$ cat src/irq_force_remap_defines.vh
`ifndef IRQ_FORCE_REMAP_DEFINES_VH
`define IRQ_FORCE_REMAP_DEFINES_VH

// ----------------------------------------
// register offsets within the 64-byte space
// ----------------------------------------
`define OFS_FORCE_LEVEL_REQUESTS 6'h13
`define OFS_REMAP_SLOT_HIGH 6'h18
`define OFS_REMAP_SLOT_SECOND 6'h19
`define OFS_WAKEUP_CONTROL 6'h1B
`define OFS_FORCE_SET_PORT 6'h1E
`define OFS_FORCE_CLEAR_PORT 6'h1F

// ----------------------------------------
// field positions and limits
// ----------------------------------------
`define WAKEUP_ENABLE_BIT 7
`define WAKEUP_MASK_MAX 3'h6
`define REMAP_NUM_MIN 5'h02
`define REMAP_NUM_MAX 5'h1D
`define FORCE_PORT_MIN 8'h20
`define FORCE_PORT_MAX 8'h26
`define NUM_PERIPH_REQ 30
`define BUS_SIZE_BYTE 2'h0

// ----------------------------------------
// reset values
// ----------------------------------------
`define RST_FORCE_LEVEL_REQUESTS 7'h00
`define RST_REMAP_SLOT 5'h00
`define RST_WAKEUP_ENABLE 1'h0
`define RST_WAKEUP_MASK 3'h0

`endif

$ cat src/irq_level_resolve.v
`timescale 1ns/1ps
`include "irq_force_remap_defines.vh"

module irq_level_resolve (
    // peripheral and forced requests
    input wire [29:0] periph_req_in,
    input wire [6:0] force_bits_in,
    // remap selections
    input wire [4:0] remap_high_in,
    input wire [4:0] remap_second_in,
    // per-level activity and slot hits
    output reg [7:1] level_active_out,
    output wire high_hit_out,
    output wire second_hit_out
);

// ----------------------------------------
// fixed source level table
// ----------------------------------------
function [2:0] fixed_level;
    input [4:0] num;
    reg [4:0] band;
    begin
        band = (num - 5'h02) / 5'h05;
        if (num < 5'h02) begin
            fixed_level = 3'h7;
        end else if (band > 5'h04) begin
            fixed_level = 3'h1;
        end else begin
            fixed_level = 3'h6 - band[2:0];
        end
    end
endfunction

function remap_valid;
    input [4:0] num;
    begin
        remap_valid = (num >= `REMAP_NUM_MIN) && (num <= `REMAP_NUM_MAX);
    end
endfunction

// ----------------------------------------
// slot effectiveness
// ----------------------------------------
wire high_ok = remap_valid(remap_high_in);
wire second_ok = remap_valid(remap_second_in) &&
    !(high_ok && (remap_second_in == remap_high_in));

assign high_hit_out = high_ok && periph_req_in[remap_high_in];
assign second_hit_out = second_ok && periph_req_in[remap_second_in];

// ----------------------------------------
// level activity, remapped sources to level 6
// ----------------------------------------
integer i;
reg [2:0] lvl;
always @* begin
    level_active_out = 7'h00;
    lvl = 3'h0;
    for (i = 0; i < `NUM_PERIPH_REQ; i = i + 1) begin
        lvl = fixed_level(i[4:0]);
        if (i >= 2 && ((high_ok && remap_high_in == i[4:0]) ||
            (second_ok && remap_second_in == i[4:0]))) begin
            lvl = 3'h6;
        end
        if (periph_req_in[i]) begin
            level_active_out[lvl] = 1'b1;
        end
    end
    for (i = 0; i < 7; i = i + 1) begin
        if (force_bits_in[i]) begin
            level_active_out[7 - i] = 1'b1;
        end
    end
end

endmodule // irq_level_resolve

$ cat src/irq_force_remap_wakeup.v
`timescale 1ns/1ps
`include "irq_force_remap_defines.vh"

module irq_force_remap_wakeup (
    // clock and reset
    input wire ref_clk_in,
    input wire rst_in,
    // peripheral byte bus
    input wire bus_sel_in,
    input wire bus_wr_in,
    input wire [1:0] bus_size_in,
    input wire [5:0] bus_addr_in,
    input wire [7:0] bus_wdata_in,
    output reg [7:0] bus_rdata_out,
    output reg bus_ack_out,
    output reg bus_err_out,
    // interrupt sources
    input wire [29:0] periph_req_in,
    // processor core side
    output reg [2:0] core_level_out,
    output reg remap_high_active_out,
    output reg remap_second_active_out,
    // clock generation side
    output wire wakeup_out
);

// ----------------------------------------
// register state
// ----------------------------------------
reg [6:0] force_ff;
reg [6:0] nxt_force;
reg [4:0] remap_high_ff;
reg [4:0] nxt_remap_high;
reg [4:0] remap_second_ff;
reg [4:0] nxt_remap_second;
reg wake_en_ff;
reg nxt_wake_en;
reg [2:0] wake_mask_ff;
reg [2:0] nxt_wake_mask;

// ----------------------------------------
// bus response state
// ----------------------------------------
reg [7:0] nxt_rdata;
reg nxt_ack;
reg nxt_err;

// ----------------------------------------
// helper functions
// ----------------------------------------
function [2:0] clamp_mask;
    input [2:0] val;
    begin
        if (val > `WAKEUP_MASK_MAX) begin
            clamp_mask = `WAKEUP_MASK_MAX;
        end else begin
            clamp_mask = val;
        end
    end
endfunction

function port_in_range;
    input [7:0] val;
    begin
        port_in_range = (val >= `FORCE_PORT_MIN) && (val <= `FORCE_PORT_MAX);
    end
endfunction

function [6:0] port_bit;
    input [7:0] val;
    reg [7:0] idx;
    begin
        idx = val - `FORCE_PORT_MIN;
        port_bit = 7'h01 << idx[2:0];
    end
endfunction

function [2:0] top_level;
    input [7:1] act;
    integer k;
    begin
        top_level = 3'h0;
        for (k = 1; k < 8; k = k + 1) begin
            if (act[k]) begin
                top_level = k[2:0];
            end
        end
    end
endfunction

// ----------------------------------------
// access decode
// ----------------------------------------
wire acc_byte = (bus_size_in == `BUS_SIZE_BYTE);
wire hit_force = (bus_addr_in == `OFS_FORCE_LEVEL_REQUESTS);
wire hit_high = (bus_addr_in == `OFS_REMAP_SLOT_HIGH);
wire hit_second = (bus_addr_in == `OFS_REMAP_SLOT_SECOND);
wire hit_wake = (bus_addr_in == `OFS_WAKEUP_CONTROL);
wire hit_set = (bus_addr_in == `OFS_FORCE_SET_PORT);
wire hit_clr = (bus_addr_in == `OFS_FORCE_CLEAR_PORT);
wire hit_rw = hit_force || hit_high || hit_second || hit_wake;
wire hit_wo = hit_set || hit_clr;

// a legal access is a byte read of a read/write register or a byte write
// of a read/write register or a set/clear port
wire acc_ok = acc_byte && (hit_rw || (hit_wo && bus_wr_in));
wire do_wr = bus_sel_in && acc_ok && bus_wr_in;
wire do_rd = bus_sel_in && acc_ok && !bus_wr_in;

// ----------------------------------------
// register next-state
// ----------------------------------------
always @* begin
    nxt_force = force_ff;
    nxt_remap_high = remap_high_ff;
    nxt_remap_second = remap_second_ff;
    nxt_wake_en = wake_en_ff;
    nxt_wake_mask = wake_mask_ff;
    if (do_wr) begin
        if (hit_force) begin
            // reserved bit 7 is not stored
            nxt_force = bus_wdata_in[6:0];
        end
        if (hit_set && port_in_range(bus_wdata_in)) begin
            nxt_force = force_ff | port_bit(bus_wdata_in);
        end
        if (hit_clr && port_in_range(bus_wdata_in)) begin
            nxt_force = force_ff & ~port_bit(bus_wdata_in);
        end
        if (hit_high) begin
            nxt_remap_high = bus_wdata_in[4:0];
        end
        if (hit_second) begin
            nxt_remap_second = bus_wdata_in[4:0];
        end
        if (hit_wake) begin
            nxt_wake_en = bus_wdata_in[`WAKEUP_ENABLE_BIT];
            nxt_wake_mask = clamp_mask(bus_wdata_in[2:0]);
        end
    end
end

// ----------------------------------------
// register storage
// ----------------------------------------
always @(posedge ref_clk_in) begin
    if (rst_in) begin
        force_ff <= `RST_FORCE_LEVEL_REQUESTS;
        remap_high_ff <= `RST_REMAP_SLOT;
        remap_second_ff <= `RST_REMAP_SLOT;
        wake_en_ff <= `RST_WAKEUP_ENABLE;
        wake_mask_ff <= `RST_WAKEUP_MASK;
    end else begin
        force_ff <= nxt_force;
        remap_high_ff <= nxt_remap_high;
        remap_second_ff <= nxt_remap_second;
        wake_en_ff <= nxt_wake_en;
        wake_mask_ff <= nxt_wake_mask;
    end
end

// ----------------------------------------
// read data and termination
// ----------------------------------------
always @* begin
    nxt_rdata = 8'h00;
    nxt_ack = 1'b0;
    nxt_err = 1'b0;
    if (bus_sel_in) begin
        if (acc_ok) begin
            nxt_ack = 1'b1;
        end else begin
            nxt_err = 1'b1;
        end
    end
    if (do_rd) begin
        if (hit_force) begin
            nxt_rdata = {1'b0, force_ff};
        end else if (hit_high) begin
            nxt_rdata = {3'h0, remap_high_ff};
        end else if (hit_second) begin
            nxt_rdata = {3'h0, remap_second_ff};
        end else begin
            nxt_rdata = {wake_en_ff, 4'h0, wake_mask_ff};
        end
    end
end

always @(posedge ref_clk_in) begin
    if (rst_in) begin
        bus_rdata_out <= 8'h00;
        bus_ack_out <= 1'b0;
        bus_err_out <= 1'b0;
    end else begin
        bus_rdata_out <= nxt_rdata;
        bus_ack_out <= nxt_ack;
        bus_err_out <= nxt_err;
    end
end

// ----------------------------------------
// level resolution
// ----------------------------------------
wire [7:1] level_active;
wire high_hit;
wire second_hit;

irq_level_resolve u_resolve (
    .periph_req_in(periph_req_in),
    .force_bits_in(force_ff),
    .remap_high_in(remap_high_ff),
    .remap_second_in(remap_second_ff),
    .level_active_out(level_active),
    .high_hit_out(high_hit),
    .second_hit_out(second_hit)
);

wire [2:0] req_level = top_level(level_active);

// ----------------------------------------
// encoded level to the core
// ----------------------------------------
always @(posedge ref_clk_in) begin
    if (rst_in) begin
        core_level_out <= 3'h0;
        remap_high_active_out <= 1'b0;
        remap_second_active_out <= 1'b0;
    end else begin
        core_level_out <= req_level;
        remap_high_active_out <= high_hit;
        remap_second_active_out <= second_hit;
    end
end

// ----------------------------------------
// wake-up path, no storage on the request side
// ----------------------------------------
// core status mask is expected to match wake_mask_ff
assign wakeup_out = wake_en_ff && (req_level > wake_mask_ff);

endmodule // irq_force_remap_wakeup

$ cat config.mk
export PLATFORM = sky130hd
export DESIGN_NAME = irq_force_remap_wakeup
export DESIGN_NICKNAME = d
export VERILOG_FILES = /design/src/irq_level_resolve.v /design/src/irq_force_remap_wakeup.v
export VERILOG_INCLUDE_DIRS = /design/src /design/src/src
export SDC_FILE = /design/constraint.sdc
export NUM_CORES = 1
export LEC_CHECK = 0
export ABC_AREA = 1
export BUFFER_PORTS_ARGS = -buffer_cell sky130_fd_sc_hd__buf_2
export CORE_UTILIZATION = 55
export CTS_CLUSTER_SIZE = 28
export DETAILED_ROUTE_END_ITERATION = 8
export PLACE_DENSITY = 0.79
export SLEW_MARGIN = 15
export SYNTH_ARGS = -nofsm -noshare
export SYNTH_HDL_FRONTEND = slang
export SYNTH_HIERARCHICAL = 1
export SYNTH_SLANG_ARGS = --single-unit
export TNS_END_PERCENT = 10
$ cat constraint.sdc
create_clock -name ref_clk_in -period 3.25 [get_ports ref_clk_in]
set_input_delay 0 -clock ref_clk_in [delete_from_list [all_inputs] [get_ports ref_clk_in]]
set_output_delay 0 -clock ref_clk_in [all_outputs]
set_load 0.05 [all_outputs]
# ---- Word level (Yosys, flattened, before mapping)
# Index checks and enable logic that the tools add are counted.
dict set report word_totals {
  mem_count 0
  reg_bits 36
  ram_bits 0
  latchBits 0
  input_bits 50
  mem_bits_ro 0
  word_cells 400
}
dict set report op_classes {
  n_addsub 1
  n_eq_ne 53
  mux 126
  bitwise 28
  n_shift 1
  n_div 0
  order_cmp 56
  n_mul 0
  n_reduce_logical 123
}
# cell count
set op_table {}
lappend op_table {{$mux W7} 30}
lappend op_table {{$or A7 B7 Y7} 24}
lappend op_table {{$eq A5 B5 Y1 const B} 28}
lappend op_table {{$lt A3 B4 Y1 const B} 23}
lappend op_table {{$logic_and A1 B1 Y1} 84}
lappend op_table {{$eq A5 B4 Y1 const B} 16}
lappend op_table {{$demux W1 S3} 23}
lappend op_table {{$ge A3 B1 Y1 const B} 23}
lappend op_table {{$mux W3} 20}
lappend op_table {{$eq A6 B5 Y1 const B} 6}
lappend op_table {{$mux W1} 35}
lappend op_table {{$mux W6} 5}
lappend op_table {{$logic_or A1 B1 Y1} 28}
lappend op_table {{$mux W2} 10}
lappend op_table {{$lt A5 B6 Y1 const B} 2}
lappend op_table {{$bmux W1 S5} 2}
lappend op_table {{$eq A5 B3 Y1 const B} 2}
lappend op_table {{$ge A5 B2 Y1 const B} 2}
lappend op_table {{$le A5 B5 Y1 const B} 2}
lappend op_table {{$ge A8 B6 Y1 const B} 1}
lappend op_table {{$le A8 B6 Y1 const B} 1}
lappend op_table {{$reduce_and A2 Y1} 4}
lappend op_table {{$and A7 B7 Y7} 1}
lappend op_table {{$not A7 Y7} 1}
lappend op_table {{12 further kinds} 15}

# ---- Longest topological paths before layout
dict set report depth {
  word_depth 68
  mapped_depth 21
}

# ---- Cells and area by module
# The synthesis kept the hierarchy.
# mod n_inst seq_area_each_um2 cells_each area_per_inst_um2
set by_module_without_submodules {}
lappend by_module_without_submodules {irq_force_remap_wakeup 1 720.7 302 1988.2}
lappend by_module_without_submodules {irq_level_resolve 1 0.0 315 1585.3}

# ---- Worst setup path after synthesis
# No wires, ideal clock.
dict set report synth_path {
  path_kind {register to output}
  start {register remap_high_ff[3]}
  end {output port wakeup_out}
  required_time_ns 3.250
  setup_slack_ns -0.190
  arrival_ns 3.440
  path_stages_with_launch 17
  cell_sequence {dfxtp_1 nor2_2 nand2_2 nand2_2 nor2_4 nand2_4 buf_6 nand3_2 a31o_2 a21oi_1 nand2_1 o21ai_0 nand3_1 ha_1 nand2_1 o21a_1 a311oi_1}
}
dict set report synth_between {
  word_cells_on_any_way 299
}
# element line_no
set synth_lines {}
lappend synth_lines {{start, declared} irq_force_remap_wakeup.v:32} ;# reg [4:0] remap_high_ff;
lappend synth_lines {{start signal, assigned} irq_force_remap_wakeup.v:149} ;# remap_high_ff <= `RST_REMAP_SLOT;
lappend synth_lines {{start signal, assigned} irq_force_remap_wakeup.v:155} ;# remap_high_ff <= nxt_remap_high;
lappend synth_lines {{$ge A5 B2 Y1 (no line) / $le A5 B5 Y1 (equally long branches)} -}
lappend synth_lines {{$logic_and A1 B1 Y1} irq_level_resolve.v:38} ;# remap_valid = (num >= `REMAP_NUM_MIN) && (num <= `REMAP_NUM_MAX);
lappend synth_lines {{$logic_and A1 B1 Y1} irq_level_resolve.v:47} ;# !(high_ok && (remap_second_in == remap_high_in));
lappend synth_lines {{$logic_not A1 Y1} irq_level_resolve.v:47}
lappend synth_lines {{$logic_and A1 B1 Y1} irq_level_resolve.v:46} ;# wire second_ok = remap_valid(remap_second_in) &&
lappend synth_lines {{$logic_and A1 B1 Y1} irq_level_resolve.v:63} ;# (second_ok && remap_second_in == i[4:0]))) begin
lappend synth_lines {{$logic_or A1 B1 Y1} irq_level_resolve.v:62} ;# if (i >= 2 && ((high_ok && remap_high_in == i[4:0]) ||
lappend synth_lines {{$mux W2} irq_level_resolve.v:62}
lappend synth_lines {{[... 48 more ...]} -}
lappend synth_lines {{$or A7 B7 Y7 (no line)} -}
lappend synth_lines {{$mux W7 (*)} irq_level_resolve.v:66} ;# if (periph_req_in[i]) begin
lappend synth_lines {{$mux W1 (*)} irq_level_resolve.v:71} ;# if (force_bits_in[i]) begin
lappend synth_lines {{net level_active, one bit} irq_force_remap_wakeup.v:204} ;# wire [7:1] level_active;
lappend synth_lines {{$mux W3 (*) (5 in series)} irq_force_remap_wakeup.v:84} ;# if (act[k]) begin
lappend synth_lines {{net req_level[1]} irq_force_remap_wakeup.v:218} ;# wire [2:0] req_level = top_level(level_active);
lappend synth_lines {{$gt A3 B3 Y1 (*)} irq_force_remap_wakeup.v:239} ;# assign wakeup_out = wake_en_ff && (req_level > wake_mask_ff);
lappend synth_lines {{$logic_and A1 B1 Y1 (*)} irq_force_remap_wakeup.v:239}
lappend synth_lines {{end, declared} irq_force_remap_wakeup.v:24} ;# output wire wakeup_out
# The timed path passes the listed nets; every way through them passes the cells marked *.

# ---- Final worst setup path
dict set report layout_path {
  start {register remap_second_ff[1]}
  end {output port wakeup_out}
}
dict set report layout_between {
  word_cells_on_any_way 276
}
# element line_no
set layout_lines {}
lappend layout_lines {{start, declared} irq_force_remap_wakeup.v:34} ;# reg [4:0] remap_second_ff;
lappend layout_lines {{start signal, assigned} irq_force_remap_wakeup.v:150} ;# remap_second_ff <= `RST_REMAP_SLOT;
lappend layout_lines {{start signal, assigned} irq_force_remap_wakeup.v:156} ;# remap_second_ff <= nxt_remap_second;
lappend layout_lines {{branches (longest 56 deep; another with $ge A5 B2 Y1)} -}
lappend layout_lines {{$mux W7 (*)} irq_level_resolve.v:66}
lappend layout_lines {{$mux W1 (*)} irq_level_resolve.v:71}
lappend layout_lines {{net level_active, one bit} irq_force_remap_wakeup.v:204}
lappend layout_lines {{$mux W3 (*) (2 in series)} irq_force_remap_wakeup.v:84}
lappend layout_lines {{net req_level[1]} irq_force_remap_wakeup.v:218}
lappend layout_lines {{$gt A3 B3 Y1 (*)} irq_force_remap_wakeup.v:239}
lappend layout_lines {{$logic_and A1 B1 Y1 (*)} irq_force_remap_wakeup.v:239}
# Mark *: on every way through the listed nets, which the timed path passes.

==> flow_metrics.tcl <==
set metrics [dict create \
    synth_area_leader_cell "dfxtp_1" \
    instances_no_fill 789 \
    dieHeight_um 82.6 \
    tightest_slew_ns 0.701 \
    period_share 0.985 \
    grt_use_total 0.388 \
    cts.sinks 36 \
    synth-edff-count 0 \
    cts-root-buf "clkbuf_8" \
    synth_area_um2 3570 \
    syn_avg_cell_area_um2 5.79 \
    crit_required_ns 3.25 \
    placed_cell_area_um2 4080 \
    setup_ws_ns 0.0493 \
    drv_cap 0 \
    first_pass_iters 6 \
    max-vdd-ir-drop_v 0.000288 \
    final_area_um2 4490 \
    path_max_fanout 8 \
    maxSlewViolCount 0 \
    cts.htree.levels 2 \
    port_buffers 65 \
    ant_nets 0 \
    routed_wl_um 13400 \
    overflow 0 \
    synth.area.top_cells "dfxtp_1, nand2_1, nor2_1, inv_1, nand3_1" \
    holdWs_ns 0.0289 \
    hpwl_um 10100 \
    drive_gt1_frac 0.271 \
    final-setup-viol-count 0 \
    yosys_register_bits 36 \
    grt_antenna_before_repair 0 \
    vias 4693 \
    fin_nets 765 \
    dp_slack_ns 0.202 \
    p_leak_nw 2.31 \
    viasPerCell 5.95 \
    clkTransAtPathRegs_ns 0.08 \
    syn_nets 670 \
    rows 29 \
    fp.dieW_um 82.6 \
    ios 66 \
    cts_tree "done" \
    total_power_mw 0.943 \
    max_slew_margin 0.532 \
    rsz0062_at_grt "true" \
    numCtsBuffers 5 \
    min_path_type "in2reg" \
    first_iter_violations 607 \
    place_inst 767 \
    clock_skew_ns 0.00611 \
    coreArea_um2 6310 \
    fmax_mhz 312 \
    synth_top_area_share 0.202 \
    synthCells 617 \
    finalSetupTns_ns 0 \
    ys_seq_area_frac 0.202 \
    worstPathArrival_ns 3.20 \
    dieArea_um2 6820 \
    routedWlPerCell_um 17.0 \
    hold_viol 0 \
    synthFlopType "dfxtp_1" \
    grt_max_degree 23 \
    yosysMostFrequentCell "nand2_1" \
    synthToLayoutAreaGrowth_pct 25.6 \
    cellPowerDensity_nw_per_um2 210 \
    cts_buffer_depth 2 \
    period_needed_ns 3.20 \
    yosys_warnings 6 \
    grt_pass1_vias 4190 \
    insertion_delay_ns 0.29 \
    cp-end-kind "output pin" \
    initial_core_util 0.566 \
    gp_congestion 1.02 \
    outcome "complete, no violations" \
    start_kind "register" \
    ys_top_cells_by_count "nand2_1, nor2_1, inv_1" \
    route.detailed.drc 0 \
    post-route-util 0.711 \
    synth_async_sr_flop_share 0 \
    synth.distinct_cells 44 \
    antenna_cells 0 \
    setup.worst_path.class "reg2out" \
    grt_pass1_wl_um 19700 \
]
## flip-flops by register name, summed over array words and instances, names as in the netlist, 3 cells and up
signal,flops
bus_rdata_out,8
core_level_out,3
force_ff,7
remap_high_ff,5
remap_second_ff,5
wake_mask_ff,3
## critical path, cell delays in order (launching register included)
cell and delay (ns):
dfxtp_4 0.37, xnor2_2 0.17, nand2_1 0.08, nor2_2 0.15
nand2_4 0.11, buf_8 0.16, buf_6 0.13, nand3_4 0.06
nand2_2 0.06, nand2_2 0.07, nand2_2 0.05, nor2_2 0.09
nand2_1 0.05, nor2_1 0.09, nand2_1 0.06, inv_2 0.09
nand3_2 0.11, ha_4 0.29, nand2_1 0.04, o21a_1 0.19
a311oi_2 0.27, buf_6 0.20
## layout by cell type, fill, tap and decap left out, types with 2 or more instances in the layout
cell type      count
dfxtp_4            8
buf_6              3
o22ai_1           29
dlygate4sd3_1      4
o21ai_0           15
nand4_1            8
nand3_2           25
inv_1             76
nand2_1          154
xnor2_2            2
buf_8              2
nor2_4             7
nand2_2           11
o221ai_1           2
nand3_1           52
nor3_1            22
o211ai_1           4
nor2_1            93
nor2_2             5
inv_2              6
buf_4             35
ha_4               2
dfxtp_2            2
nand3_4            2
a31oi_1            3
buf_2             64
o21ai_1            2
nor3_2             3
clkbuf_8           7
o21bai_1           2
a21oi_1           16
dfxtp_1           26
## worst paths after layout
| path | cells after the start | start | endpoint | slack [ns] |
|---|---|---|---|---|
| max | 21 | remap_second_ff[1] | wakeup_out | 0.05 |
| min | 3 | bus_wdata_in[7] | wake_en_ff | 0.03 |
| max reg2reg | 17 | remap_second_ff[1] | core_level_out[0] | 0.97 |
| min reg2reg | 2 | force_ff[5] | bus_rdata_out[5] | 0.54 |
## layout make-up
class,instances,area (um^2)
clock buffers,7,96.3
fillers,539,1820
inverters,82,308
multi-input cells,479,2550
flip-flops and latches,36,753
well taps,77,96.3
repair buffers,108,687
## power by group
group / internal (mW) / total (mW) / switching, mW
Combinational: 0.0566 / 0.154 / 0.0972
Sequential: 0.437 / 0.438 / 0.000635
Clock: 0.189 / 0.352 / 0.163
Total: 0.683 / 0.943 / 0.261
## cell families (layout without fill, tap and decap cells)
| group | Yosys count | after routing | synth area share |
|---|---|---|---|
| simple gates | 391 | 391 | 0.519 |
| fa+ha+maj | 3 | 3 | 0.0105 |
| xor+xnor | 4 | 4 | 0.00981 |
| flops | 36 | 36 | 0.202 |
| buf+inv | 102 | 197 | 0.122 |
| compound gates | 81 | 81 | 0.137 |
## what timing repair did
action / in CTS / in global routing
hold endpoints to repair: 8 / 0
pin swaps: 0 / 16
setup buffers: 0 / 11
setup endpoints to repair: 1 / 1
resized for setup: 8 / 47
hold buffers: 4 / 0
## per-layer routing
metal	vias to the layer above	part of all wire	track usage
met5	-	0	0
met1	2087	0.37	0.466
met4	0	0.065	0.260
met2	304	0.47	0.633
met3	87	0.096	0.0637
li1	2215	-	-
Note: power is estimated with default switching activity, not from simulation.
